==> src/peripheral_flags_pkg.sv <==
// constants shared by the peripheral interrupt flag block
// assumes a 32-bit apb slave with 8-bit wide registers in the low lane
package peripheral_flags_pkg;

  // register byte offsets
  localparam logic [7:0] CTRL_OFS = 8'h00;
  localparam logic [7:0] FLAGS_OFS = 8'h0C;
  localparam logic [7:0] EVENT_OFS = 8'h10;
  localparam logic [7:0] MASK_OFS = 8'h14;
  localparam logic [7:0] PEND_OFS = 8'h18;

  // bit positions inside the flag register
  localparam int BIT_PSP = 7;
  localparam int BIT_ADC = 6;
  localparam int BIT_RX = 5;
  localparam int BIT_TX = 4;
  localparam int BIT_SSP = 3;
  localparam int BIT_CCP = 2;
  localparam int BIT_TIMER_TWO_COUNT = 1;
  localparam int BIT_TIMER_ONE_COUNT = 0;

  // bits that software may write in the flag register
  localparam logic [7:0] FLAGS_WR_MASK = 8'hCF;

  // control register fields
  localparam int CTRL_CCP_LSB = 0;
  localparam int CTRL_SSP_LSB = 2;
  localparam int CTRL_MM_BIT = 4;
  localparam int CTRL_W = 5;

  // values after reset
  localparam logic [7:0] FLAGS_RST = 8'h00;
  localparam logic [7:0] EVENT_RST = 8'h00;
  localparam logic [7:0] MASK_RST = 8'h00;
  localparam logic [CTRL_W-1:0] CTRL_RST = 5'h00;

  typedef enum logic [1:0] {
    CCP_OFF = 2'h0,
    CCP_CAPTURE = 2'h1,
    CCP_COMPARE = 2'h2,
    CCP_PWM = 2'h3
  } ccp_mode_t;

  typedef enum logic [1:0] {
    SSP_OFF = 2'h0,
    SSP_SPI = 2'h1,
    SSP_I2C_SLAVE = 2'h2,
    SSP_I2C_MASTER = 2'h3
  } ssp_mode_t;

endpackage : peripheral_flags_pkg

==> src/flag_events_if.sv <==
// bundle between the flag register core and its event qualifier
// assumes both ends run on the same clock
`timescale 1ns/1ps
`default_nettype none
interface flag_events_if;
  logic psp_access_done;
  logic adc_conv_done;
  logic rx_level;
  logic tx_level;
  logic ssp_byte_done;
  logic ssp_start_done;
  logic ssp_stop_done;
  logic ssp_restart_done;
  logic ssp_ack_done;
  logic bus_start_seen;
  logic bus_stop_seen;
  logic ssp_idle;
  logic ccp_capture;
  logic ccp_match;
  logic timer_two_count_match;
  logic timer_one_count_rollover;
  peripheral_flags_pkg::ccp_mode_t ccp_mode;
  peripheral_flags_pkg::ssp_mode_t ssp_mode;
  logic multi_master;
  logic [7:0] set_vec;
  logic [7:0] event_vec;

  modport core (
    output psp_access_done, adc_conv_done, rx_level, tx_level,
    output ssp_byte_done, ssp_start_done, ssp_stop_done,
    output ssp_restart_done, ssp_ack_done, bus_start_seen,
    output bus_stop_seen, ssp_idle, ccp_capture, ccp_match,
    output timer_two_count_match, timer_one_count_rollover, ccp_mode, ssp_mode, multi_master,
    input set_vec, event_vec
  );

  modport qualifier (
    input psp_access_done, adc_conv_done, rx_level, tx_level,
    input ssp_byte_done, ssp_start_done, ssp_stop_done,
    input ssp_restart_done, ssp_ack_done, bus_start_seen,
    input bus_stop_seen, ssp_idle, ccp_capture, ccp_match,
    input timer_two_count_match, timer_one_count_rollover, ccp_mode, ssp_mode, multi_master,
    output set_vec, event_vec
  );
endinterface : flag_events_if
`default_nettype wire

==> src/flag_event_qualifier.sv <==
// turns raw peripheral pulses into per-bit set requests by mode
// assumes all peripheral inputs are on pclk, pulses one cycle wide
`timescale 1ns/1ps
`default_nettype none
module flag_event_qualifier #(
  parameter bit HAS_PSP = 1'b1
) (
  input wire logic pclk,
  input wire logic presetn,
  flag_events_if.qualifier ev
);

  logic rx_prev_ff;
  logic tx_prev_ff;
  logic nxt_rx_prev;
  logic nxt_tx_prev;
  logic ssp_set;
  logic ccp_set;
  logic i2c_mode;

  always_comb begin
    i2c_mode = (ev.ssp_mode == peripheral_flags_pkg::SSP_I2C_SLAVE) ||
               (ev.ssp_mode == peripheral_flags_pkg::SSP_I2C_MASTER);
    case (ev.ssp_mode)
      peripheral_flags_pkg::SSP_SPI: ssp_set = ev.ssp_byte_done;
      peripheral_flags_pkg::SSP_I2C_SLAVE: ssp_set = ev.ssp_byte_done;
      peripheral_flags_pkg::SSP_I2C_MASTER: begin
        ssp_set = ev.ssp_byte_done | ev.ssp_start_done |
                  ev.ssp_stop_done | ev.ssp_restart_done |
                  ev.ssp_ack_done;
      end
      default: ssp_set = 1'b0;
    endcase
    // bus conditions seen while the serial module sits idle
    if (i2c_mode && ev.multi_master && ev.ssp_idle &&
        (ev.bus_start_seen || ev.bus_stop_seen)) begin
      ssp_set = 1'b1;
    end
    case (ev.ccp_mode)
      peripheral_flags_pkg::CCP_CAPTURE: ccp_set = ev.ccp_capture;
      peripheral_flags_pkg::CCP_COMPARE: ccp_set = ev.ccp_match;
      peripheral_flags_pkg::CCP_PWM: ccp_set = 1'b0;
      default: ccp_set = 1'b0;
    endcase
  end

  // set requests ignore the mask; only bus start/stop needs the multi-master detect enable
  always_comb begin
    ev.set_vec = 8'h00;
    ev.set_vec[peripheral_flags_pkg::BIT_PSP] =
      HAS_PSP & ev.psp_access_done;
    ev.set_vec[peripheral_flags_pkg::BIT_ADC] = ev.adc_conv_done;
    ev.set_vec[peripheral_flags_pkg::BIT_SSP] = ssp_set;
    ev.set_vec[peripheral_flags_pkg::BIT_CCP] = ccp_set;
    ev.set_vec[peripheral_flags_pkg::BIT_TIMER_TWO_COUNT] = ev.timer_two_count_match;
    ev.set_vec[peripheral_flags_pkg::BIT_TIMER_ONE_COUNT] = ev.timer_one_count_rollover;
    nxt_rx_prev = ev.rx_level;
    nxt_tx_prev = ev.tx_level;
    ev.event_vec = ev.set_vec;
    ev.event_vec[peripheral_flags_pkg::BIT_RX] = ev.rx_level & ~rx_prev_ff;
    ev.event_vec[peripheral_flags_pkg::BIT_TX] = ev.tx_level & ~tx_prev_ff;
  end

  always_ff @(posedge pclk or negedge presetn) begin
    if (!presetn) begin
      rx_prev_ff <= 1'b0;
      // an empty transmit buffer is the idle level, no false edge at start
      tx_prev_ff <= 1'b1;
    end else begin
      rx_prev_ff <= nxt_rx_prev;
      tx_prev_ff <= nxt_tx_prev;
    end
  end

endmodule : flag_event_qualifier
`default_nettype wire

==> src/peripheral_interrupt_flags.sv <==
// peripheral interrupt flag register with apb access and event interrupt
// assumes peripheral inputs are on pclk; apb master follows apb4 rules
//
// Functional notes
// - each flag sets on its condition regardless of the mask; bus start/stop needs the multi-master enable
// - flag register at offset 0Ch, bits psp adc rx tx ssp ccp timer_two_count timer_one_count
// - bit 7 sets on a completed parallel port access, sticky
// - bit 6 sets when a conversion finishes, sticky
// - bit 5 read-only, high while receive buffer holds data
// - bit 4 read-only, high while transmit buffer is empty
// - spi and i2c slave set bit 3 per byte; software clears it
// - i2c master also sets bit 3 on finished start stop restart ack
// - multi-master: idle module sets bit 3 on bus start or stop
// - capture mode sets bit 2 on timer one capture, sticky
// - compare mode sets bit 2 on compare match, sticky
// - pwm mode never sets bit 2
// - bit 1 sets when timer two equals its period, sticky
// - bit 0 sets on timer one rollover, sticky
//
// The APB interface to the registers is this design's own decision.
`timescale 1ns/1ps
`default_nettype none
module peripheral_interrupt_flags #(
  parameter int ADDR_W = 8,
  parameter bit HAS_PSP = 1'b1
) (
  // clock, reset and apb slave
  input wire logic pclk,
  input wire logic presetn,
  input wire logic psel,
  input wire logic penable,
  input wire logic pwrite,
  input wire logic [ADDR_W-1:0] paddr,
  input wire logic [31:0] pwdata,
  input wire logic [3:0] pstrb,
  output logic [31:0] prdata,
  output logic pready,
  output logic pslverr,
  // interrupt line and flag view
  output logic irq,
  output logic [7:0] peripheral_request_flags_one,
  // peripheral pulses and buffer levels on pclk
  input wire logic psp_access_done,
  input wire logic adc_conv_done,
  input wire logic rx_buffer_full,
  input wire logic tx_buffer_empty,
  input wire logic ssp_byte_done,
  input wire logic ssp_start_done,
  input wire logic ssp_stop_done,
  input wire logic ssp_restart_done,
  input wire logic ssp_ack_done,
  input wire logic bus_start_seen,
  input wire logic bus_stop_seen,
  input wire logic ssp_idle,
  input wire logic ccp_capture,
  input wire logic ccp_match,
  input wire logic timer_two_count_match,
  input wire logic timer_one_count_rollover
);

  // register map, one byte in the low lane of each word:
  // 0x00 control: [1:0] capture/compare mode, [3:2] serial mode,
  //   [4] multi-master detect enable
  // 0x0C flags, 0x10 event status (a read clears it), 0x14 mask,
  // 0x18 pending = event status and mask, read only
  // register selected by the current address
  typedef enum logic [2:0] {
    REG_NONE = 3'h0,
    REG_CTRL = 3'h1,
    REG_FLAGS = 3'h2,
    REG_EVENT = 3'h3,
    REG_MASK = 3'h4,
    REG_PEND = 3'h5
  } reg_sel_t;

  // map a byte address onto a register, anything else is unmapped
  function automatic reg_sel_t decode(input logic [ADDR_W-1:0] addr);
    logic [7:0] a;
    a = 8'(addr);
    if (addr != ADDR_W'(a)) begin
      decode = REG_NONE;
    end else begin
      case (a)
        peripheral_flags_pkg::CTRL_OFS: decode = REG_CTRL;
        peripheral_flags_pkg::FLAGS_OFS: decode = REG_FLAGS;
        peripheral_flags_pkg::EVENT_OFS: decode = REG_EVENT;
        peripheral_flags_pkg::MASK_OFS: decode = REG_MASK;
        peripheral_flags_pkg::PEND_OFS: decode = REG_PEND;
        default: decode = REG_NONE;
      endcase
    end
  endfunction : decode

  // one strobe per register, shared by the write and read-clear paths
  function automatic logic reg_hit(input logic stb, input reg_sel_t s,
    input reg_sel_t want);
    reg_hit = stb && (s == want);
  endfunction : reg_hit

  flag_events_if ev ();

  // register state and next values
  logic [7:0] flags_ff;
  logic [7:0] nxt_flags;
  logic [7:0] event_ff;
  logic [7:0] nxt_event;
  logic [7:0] mask_ff;
  logic [7:0] nxt_mask;
  logic [peripheral_flags_pkg::CTRL_W-1:0] ctrl_ff;
  logic [peripheral_flags_pkg::CTRL_W-1:0] nxt_ctrl;
  logic [31:0] prdata_ff;
  logic [31:0] nxt_prdata;
  logic pslverr_ff;
  logic nxt_pslverr;
  logic irq_ff;
  logic nxt_irq;
  logic [7:0] flags_view;
  logic setup;
  logic access;
  logic wr_lane;
  reg_sel_t sel;
  logic [7:0] rd_byte;
  logic [7:0] wbyte;
  logic [7:0] flag_keep;
  logic [7:0] pend_view;
  logic wr_flags;
  logic wr_ctrl;
  logic wr_mask;
  logic rd_event;

  // apb phases and per-register strobes
  assign setup = psel & ~penable;
  assign access = psel & penable;
  assign sel = decode(paddr);
  assign wbyte = pwdata[7:0];
  assign wr_lane = access & pwrite & pstrb[0];
  assign wr_flags = reg_hit(wr_lane, sel, REG_FLAGS);
  assign wr_ctrl = reg_hit(wr_lane, sel, REG_CTRL);
  assign wr_mask = reg_hit(wr_lane, sel, REG_MASK);
  assign rd_event = reg_hit(access & ~pwrite, sel, REG_EVENT);

  // peripheral side of the qualifier bundle
  assign ev.psp_access_done = psp_access_done;
  assign ev.adc_conv_done = adc_conv_done;
  assign ev.rx_level = rx_buffer_full;
  assign ev.tx_level = tx_buffer_empty;
  assign ev.ssp_byte_done = ssp_byte_done;
  assign ev.ssp_start_done = ssp_start_done;
  assign ev.ssp_stop_done = ssp_stop_done;
  assign ev.ssp_restart_done = ssp_restart_done;
  assign ev.ssp_ack_done = ssp_ack_done;
  assign ev.bus_start_seen = bus_start_seen;
  assign ev.bus_stop_seen = bus_stop_seen;
  assign ev.ssp_idle = ssp_idle;
  assign ev.ccp_capture = ccp_capture;
  assign ev.ccp_match = ccp_match;
  assign ev.timer_two_count_match = timer_two_count_match;
  assign ev.timer_one_count_rollover = timer_one_count_rollover;
  // mode fields from the control register
  assign ev.ccp_mode = peripheral_flags_pkg::ccp_mode_t'(
    ctrl_ff[peripheral_flags_pkg::CTRL_CCP_LSB +: 2]);
  assign ev.ssp_mode = peripheral_flags_pkg::ssp_mode_t'(
    ctrl_ff[peripheral_flags_pkg::CTRL_SSP_LSB +: 2]);
  assign ev.multi_master = ctrl_ff[peripheral_flags_pkg::CTRL_MM_BIT];

  // bundle to the event qualifier
  flag_event_qualifier #(
    .HAS_PSP(HAS_PSP)
  ) u_qualifier (
    .pclk(pclk),
    .presetn(presetn),
    .ev(ev)
  );

  // receive and transmit bits follow the serial buffers directly
  always_comb begin
    flags_view = flags_ff;
    flags_view[peripheral_flags_pkg::BIT_RX] = rx_buffer_full;
    flags_view[peripheral_flags_pkg::BIT_TX] = tx_buffer_empty;
  end

  // bit 7 has no source and no storage without the parallel port
  always_comb begin
    flag_keep = peripheral_flags_pkg::FLAGS_WR_MASK;
    if (!HAS_PSP) begin
      flag_keep[peripheral_flags_pkg::BIT_PSP] = 1'b0;
    end
  end

  // flag register: a write stores the byte, a coincident event still sets
  always_comb begin
    nxt_flags = flags_ff;
    if (wr_flags) begin
      nxt_flags = wbyte;
    end
    // writes to the level bits fall away through the keep mask
    nxt_flags = (nxt_flags | ev.set_vec) & flag_keep;
  end

  // flag storage
  always_ff @(posedge pclk or negedge presetn) begin
    if (!presetn) begin
      flags_ff <= peripheral_flags_pkg::FLAGS_RST;
    end else begin
      flags_ff <= nxt_flags;
    end
  end

  // control only changes on a write
  always_comb begin
    nxt_ctrl = ctrl_ff;
    if (wr_ctrl) begin
      nxt_ctrl = wbyte[peripheral_flags_pkg::CTRL_W-1:0];
    end
  end

  // mask only changes on a write
  always_comb begin
    nxt_mask = mask_ff;
    if (wr_mask) begin
      nxt_mask = wbyte;
    end
  end

  // control and mask storage
  always_ff @(posedge pclk or negedge presetn) begin
    if (!presetn) begin
      ctrl_ff <= peripheral_flags_pkg::CTRL_RST;
      mask_ff <= peripheral_flags_pkg::MASK_RST;
    end else begin
      ctrl_ff <= nxt_ctrl;
      mask_ff <= nxt_mask;
    end
  end

  // sticky event bits: a read clears only what that read returned
  always_comb begin
    nxt_event = event_ff;
    if (rd_event) begin
      nxt_event = event_ff & ~prdata_ff[7:0];
    end
    // a set in the same cycle as the clearing read survives
    nxt_event = nxt_event | ev.event_vec;
  end

  // irq follows the next status so it rises with the event bit
  always_comb begin
    nxt_irq = |(nxt_event & nxt_mask);
  end

  // event status and interrupt line storage
  always_ff @(posedge pclk or negedge presetn) begin
    if (!presetn) begin
      event_ff <= peripheral_flags_pkg::EVENT_RST;
      irq_ff <= 1'b0;
    end else begin
      event_ff <= nxt_event;
      irq_ff <= nxt_irq;
    end
  end

  assign pend_view = event_ff & mask_ff;

  // register read mux
  always_comb begin
    case (sel)
      REG_CTRL: rd_byte = 8'(ctrl_ff);
      REG_FLAGS: rd_byte = flags_view;
      REG_EVENT: rd_byte = event_ff;
      REG_MASK: rd_byte = mask_ff;
      REG_PEND: rd_byte = pend_view;
      default: rd_byte = 8'h00;
    endcase
  end

  // read data is captured in the setup cycle, the access cycle answers
  always_comb begin
    nxt_prdata = prdata_ff;
    nxt_pslverr = pslverr_ff;
    if (setup) begin
      nxt_prdata = {24'h000000, pwrite ? 8'h00 : rd_byte};
      nxt_pslverr = (sel == REG_NONE);
    end
  end

  // bus response storage
  always_ff @(posedge pclk or negedge presetn) begin
    if (!presetn) begin
      prdata_ff <= 32'h00000000;
      pslverr_ff <= 1'b0;
    end else begin
      prdata_ff <= nxt_prdata;
      pslverr_ff <= nxt_pslverr;
    end
  end

  assign pready = access;
  assign prdata = prdata_ff;
  // unmapped addresses answer with pslverr in the access cycle
  assign pslverr = pslverr_ff & access;
  assign irq = irq_ff;
  assign peripheral_request_flags_one = flags_view;

endmodule : peripheral_interrupt_flags
`default_nettype wire

==> config.mk <==
export PLATFORM = sky130hd
export DESIGN_NAME = peripheral_interrupt_flags
export DESIGN_NICKNAME = d
export VERILOG_FILES = /design/src/peripheral_flags_pkg.sv /design/src/flag_events_if.sv /design/src/flag_event_qualifier.sv /design/src/peripheral_interrupt_flags.sv
export SDC_FILE = /design/constraint.sdc
export NUM_CORES = 1
export LEC_CHECK = 0
export BUFFER_PORTS_ARGS = -buffer_cell sky130_fd_sc_hd__buf_2
export CAP_MARGIN = 20
export CELL_PAD_IN_SITES_DETAIL_PLACEMENT = 0
export CELL_PAD_IN_SITES_GLOBAL_PLACEMENT = 1
export CORE_MARGIN = 3
export CORE_UTILIZATION = 37
export CTS_CLUSTER_DIAMETER = 50
export DETAILED_ROUTE_END_ITERATION = 7
export GPL_TIMING_DRIVEN = 0
export PLACE_DENSITY_LB_ADDON = 0.1
export SLEW_MARGIN = 20
export SYNTH_ARGS = -nofsm -noshare
export SYNTH_HDL_FRONTEND = slang
export SYNTH_SLANG_ARGS = --single-unit
==> constraint.sdc <==
create_clock -name pclk -period 4.75 [get_ports pclk]
set_input_delay 0.2375 -clock pclk [delete_from_list [all_inputs] [get_ports pclk]]
set_output_delay 0.2375 -clock pclk [all_outputs]
set_load 0.005 [all_outputs]
==> summary.txt <==
outcome = completed
synth cell count leaders = dfrtp_1, buf_4, mux2_2, a21o_1, nand4_1
max_cap viols = 0
vias post-DR = 1790
CTS resizes = 0
Global Route Usage Sum = 0.171
Core Area = 0.00596 mm^2
Synth top area share = 0.413
Num CTS Buffers = 5
worst-margin pin slew = 0.891 ns
Logic pwr share = 0.106
clock share of power = 0.443
Clock Latency Late Sink = 0.29 ns
Area after DPL = 0.00275 mm^2
count leader, synth = dfrtp_1
number of synthesized register bits = 39
Peak Freq = 557 MHz
hold_buf cts = 0
Area Overhead vs Synth = 25.3%
asr flop ratio synth = 1.00
DR DRC count = 0
Starting Density = 0.386
crit-path max FO = 4
number of global-route vias before repair = 1790
largest net degree at the start of global routing = 40
Power Internal = 0.582 mW
global route total overflow = 0
Critical Path End Type = flop
# IOs = 108
clk sinks = 39
sequential fraction of the synthesis area = 0.425
leading area contributor after synthesis = dfrtp_1
count of flip-flops with a built-in enable after synthesis = 0
CP startpoint kind = flop
Horiz. Die Dim = 84.9 um
post-route ant nets = 0
critical path class = flop to flop
Starting DRT DRC Count = 132
minimum clock period = 1.80 ns
Die ar. = 0.00720 mm^2
Power Density = 259 mW/mm^2
initial antenna violation count = 0
sequential share of power = 0.451
global-route wire length before repair = 9520 um
CTS clk-pin slew, worst paths = 0.08 ns
drt wl/cell = 16.4 um
clock skew = 0.00910 ns
Root Buffer = clkbuf_8
Slew Viols, Final = 0
final hold violations = 0
maximum clock path buffer count = 2
post-route cell area = 0.00288 mm^2
Hold Crit Class = input pin to asynchronous set/reset pin
CTS H-Tree Depth = 2
port bufs = 54
Synth Instances = 205
Slew headroom = 0.406
# setup viols final = 0
switching share of power = 0.221
maximum VDD drop = 0.130 mV
largest cells by area after synthesis = dfrtp_1, buf_4, mux2_2, a221o_1, a32o_1
Avg Cell Area, Syn = 11.2 um^2
final worst-path cycle share = 0.378
Synth Flop Type = dfrtp_1
Distinct cells, synth = 40
Antenna Cells = 0
CTS tree = done
layout cell share with drive strength beyond 1 = 0.407
Lkg Pwr = 1.43 nW
global placer's final weighted congestion = 0.756
crit path DAT = 1.95 ns
final net count = 359
Pre-Repair DR Iteration Count = 4
Post-CTS Setup Inserts = 0
Post-Route Setup TNS = 0 ns
RSZ-0062 raised after global routing = false
Post-Syn Area = 0.00230 mm^2
Worst R2R Start = ctrl_ff[2]
start point of the critical path = ctrl_ff[2]
required time worst endpoint = 4.91 ns
WL final = 5980 um
Vias/cell = 4.90
Ys Warns = 0
hpwl dp = 4250 um
die extent in y = 84.9 um
row count = 28
switching pwr = 0.165 mW
logic make-up (layout without fill, tap and decap cells):
family,count (synthesis),count (layout),synth area share
mux,15,15,0.0723
xor+xnor,1,1,0.00381
simple gates,49,49,0.151
compound gates,52,52,0.194
buf+inv,43,105,0.126
fa+ha+maj,5,5,0.0272
other cells,1,24,0.00163
flops,39,39,0.425
layer usage:
layer / GRT usage / part of all wire / routed length [um] / vias up
li1: - / - / - / 877
met1: 0.252 / 0.45 / 2690 / 840
met2: 0.260 / 0.46 / 2760 / 71
met3: 0.0359 / 0.084 / 500 / 2
met4: 0.0388 / 0.0045 / 27 / 0
met5: 0 / 0 / 0 / -
state kept, by name, indices dropped and copies added, names as in the netlist:
register,count
irq,1
pslverr_ff,1
prdata,8
u_qualifier.tx_prev_ff,1
event_ff,8
mask_ff,8
ctrl_ff,5
flags_ff,6
u_qualifier.rx_prev_ff,1
final cells by class:
type	instances	area, um^2
buffer	36	263
clock buffer	6	72.6
clock inverter	2	60.1
fill	598	3070
inverter	7	26.3
multi-input combinational	146	1120
sequential	39	977
tap	75	93.8
timing repair buffer	54	270
power groups by stage:
stage,logic [mW],registers [mW],clock network [mW]
after CTS,0.0793,0.337,0.337
after global routing,0.0888,0.337,0.352
after floorplan,0.0429,0.343,0
after detailed placement,0.0790,0.344,0
final,0.0792,0.337,0.331
after global placement,0.0786,0.344,0
cells in the final DEF, fill, tap and decap left out, types with 2 or more instances in the layout:
cell,netlist,routed
a22o_1,7,7
conb_1,1,24
nor2_1,5,5
buf_4,27,27
a21o_1,9,9
buf_2,3,57
nor2_2,2,2
a211o_1,5,5
nand2b_1,4,4
nor4_4,2,2
and3b_1,2,2
and2_1,4,4
nand2_1,7,7
a21oi_1,3,3
buf_6,3,3
a221o_1,8,8
a22oi_1,2,2
nand4_1,9,9
a22oi_2,3,3
mux2i_1,2,2
clkbuf_8,0,5
ha_1,5,5
mux2_2,13,13
nor3_1,2,2
a32o_1,8,8
inv_1,7,7
clkbuf_1,3,4
bufinv_16,0,2
dfrtp_1,38,38
and3_1,2,2
nor2b_1,6,6
o22ai_1,2,2
o21ai_0,2,2
critical path: stages, from the launching register on:
cell and delay [ns]:
dfrtp_1 0.45, inv_1 0.09, ha_1 0.29, a21oi_1 0.13, a211oi_1 0.08, a211o_1 0.32
a22oi_2 0.20, nand4_1 0.11
through the flow:
stage | hold WS, ns | setup WS (ns) | power [mW] | instances | utilization
global route | 0.0774 | 2.86 | 0.778 | 365 | 0.484
CTS | 0.0743 | 2.94 | 0.754 | 365 | 0.484
global placement | 0.380 | 2.74 | 0.422 | 357 | 0.462
floorplan | -0.0581 | 3.19 | 0.386 | 228 | -
detailed placement | 0.382 | 2.73 | 0.423 | 357 | 0.462
finish | 0.0690 | 2.95 | 0.747 | 365 | 0.484
final timing paths:
check | end | slack (ns) | depth (start not counted)
max | irq | 2.95 | 7
min | prdata[4] | 0.07 | 1
max reg2reg | irq | 2.95 | 7
min reg2reg | pslverr_ff | 0.47 | 2
max in group asynchronous | prdata[5] | 4.13 | 1
min in group pclk | u_qualifier.tx_prev_ff | 0.08 | 1
Power figures use the tool's default switching activity.
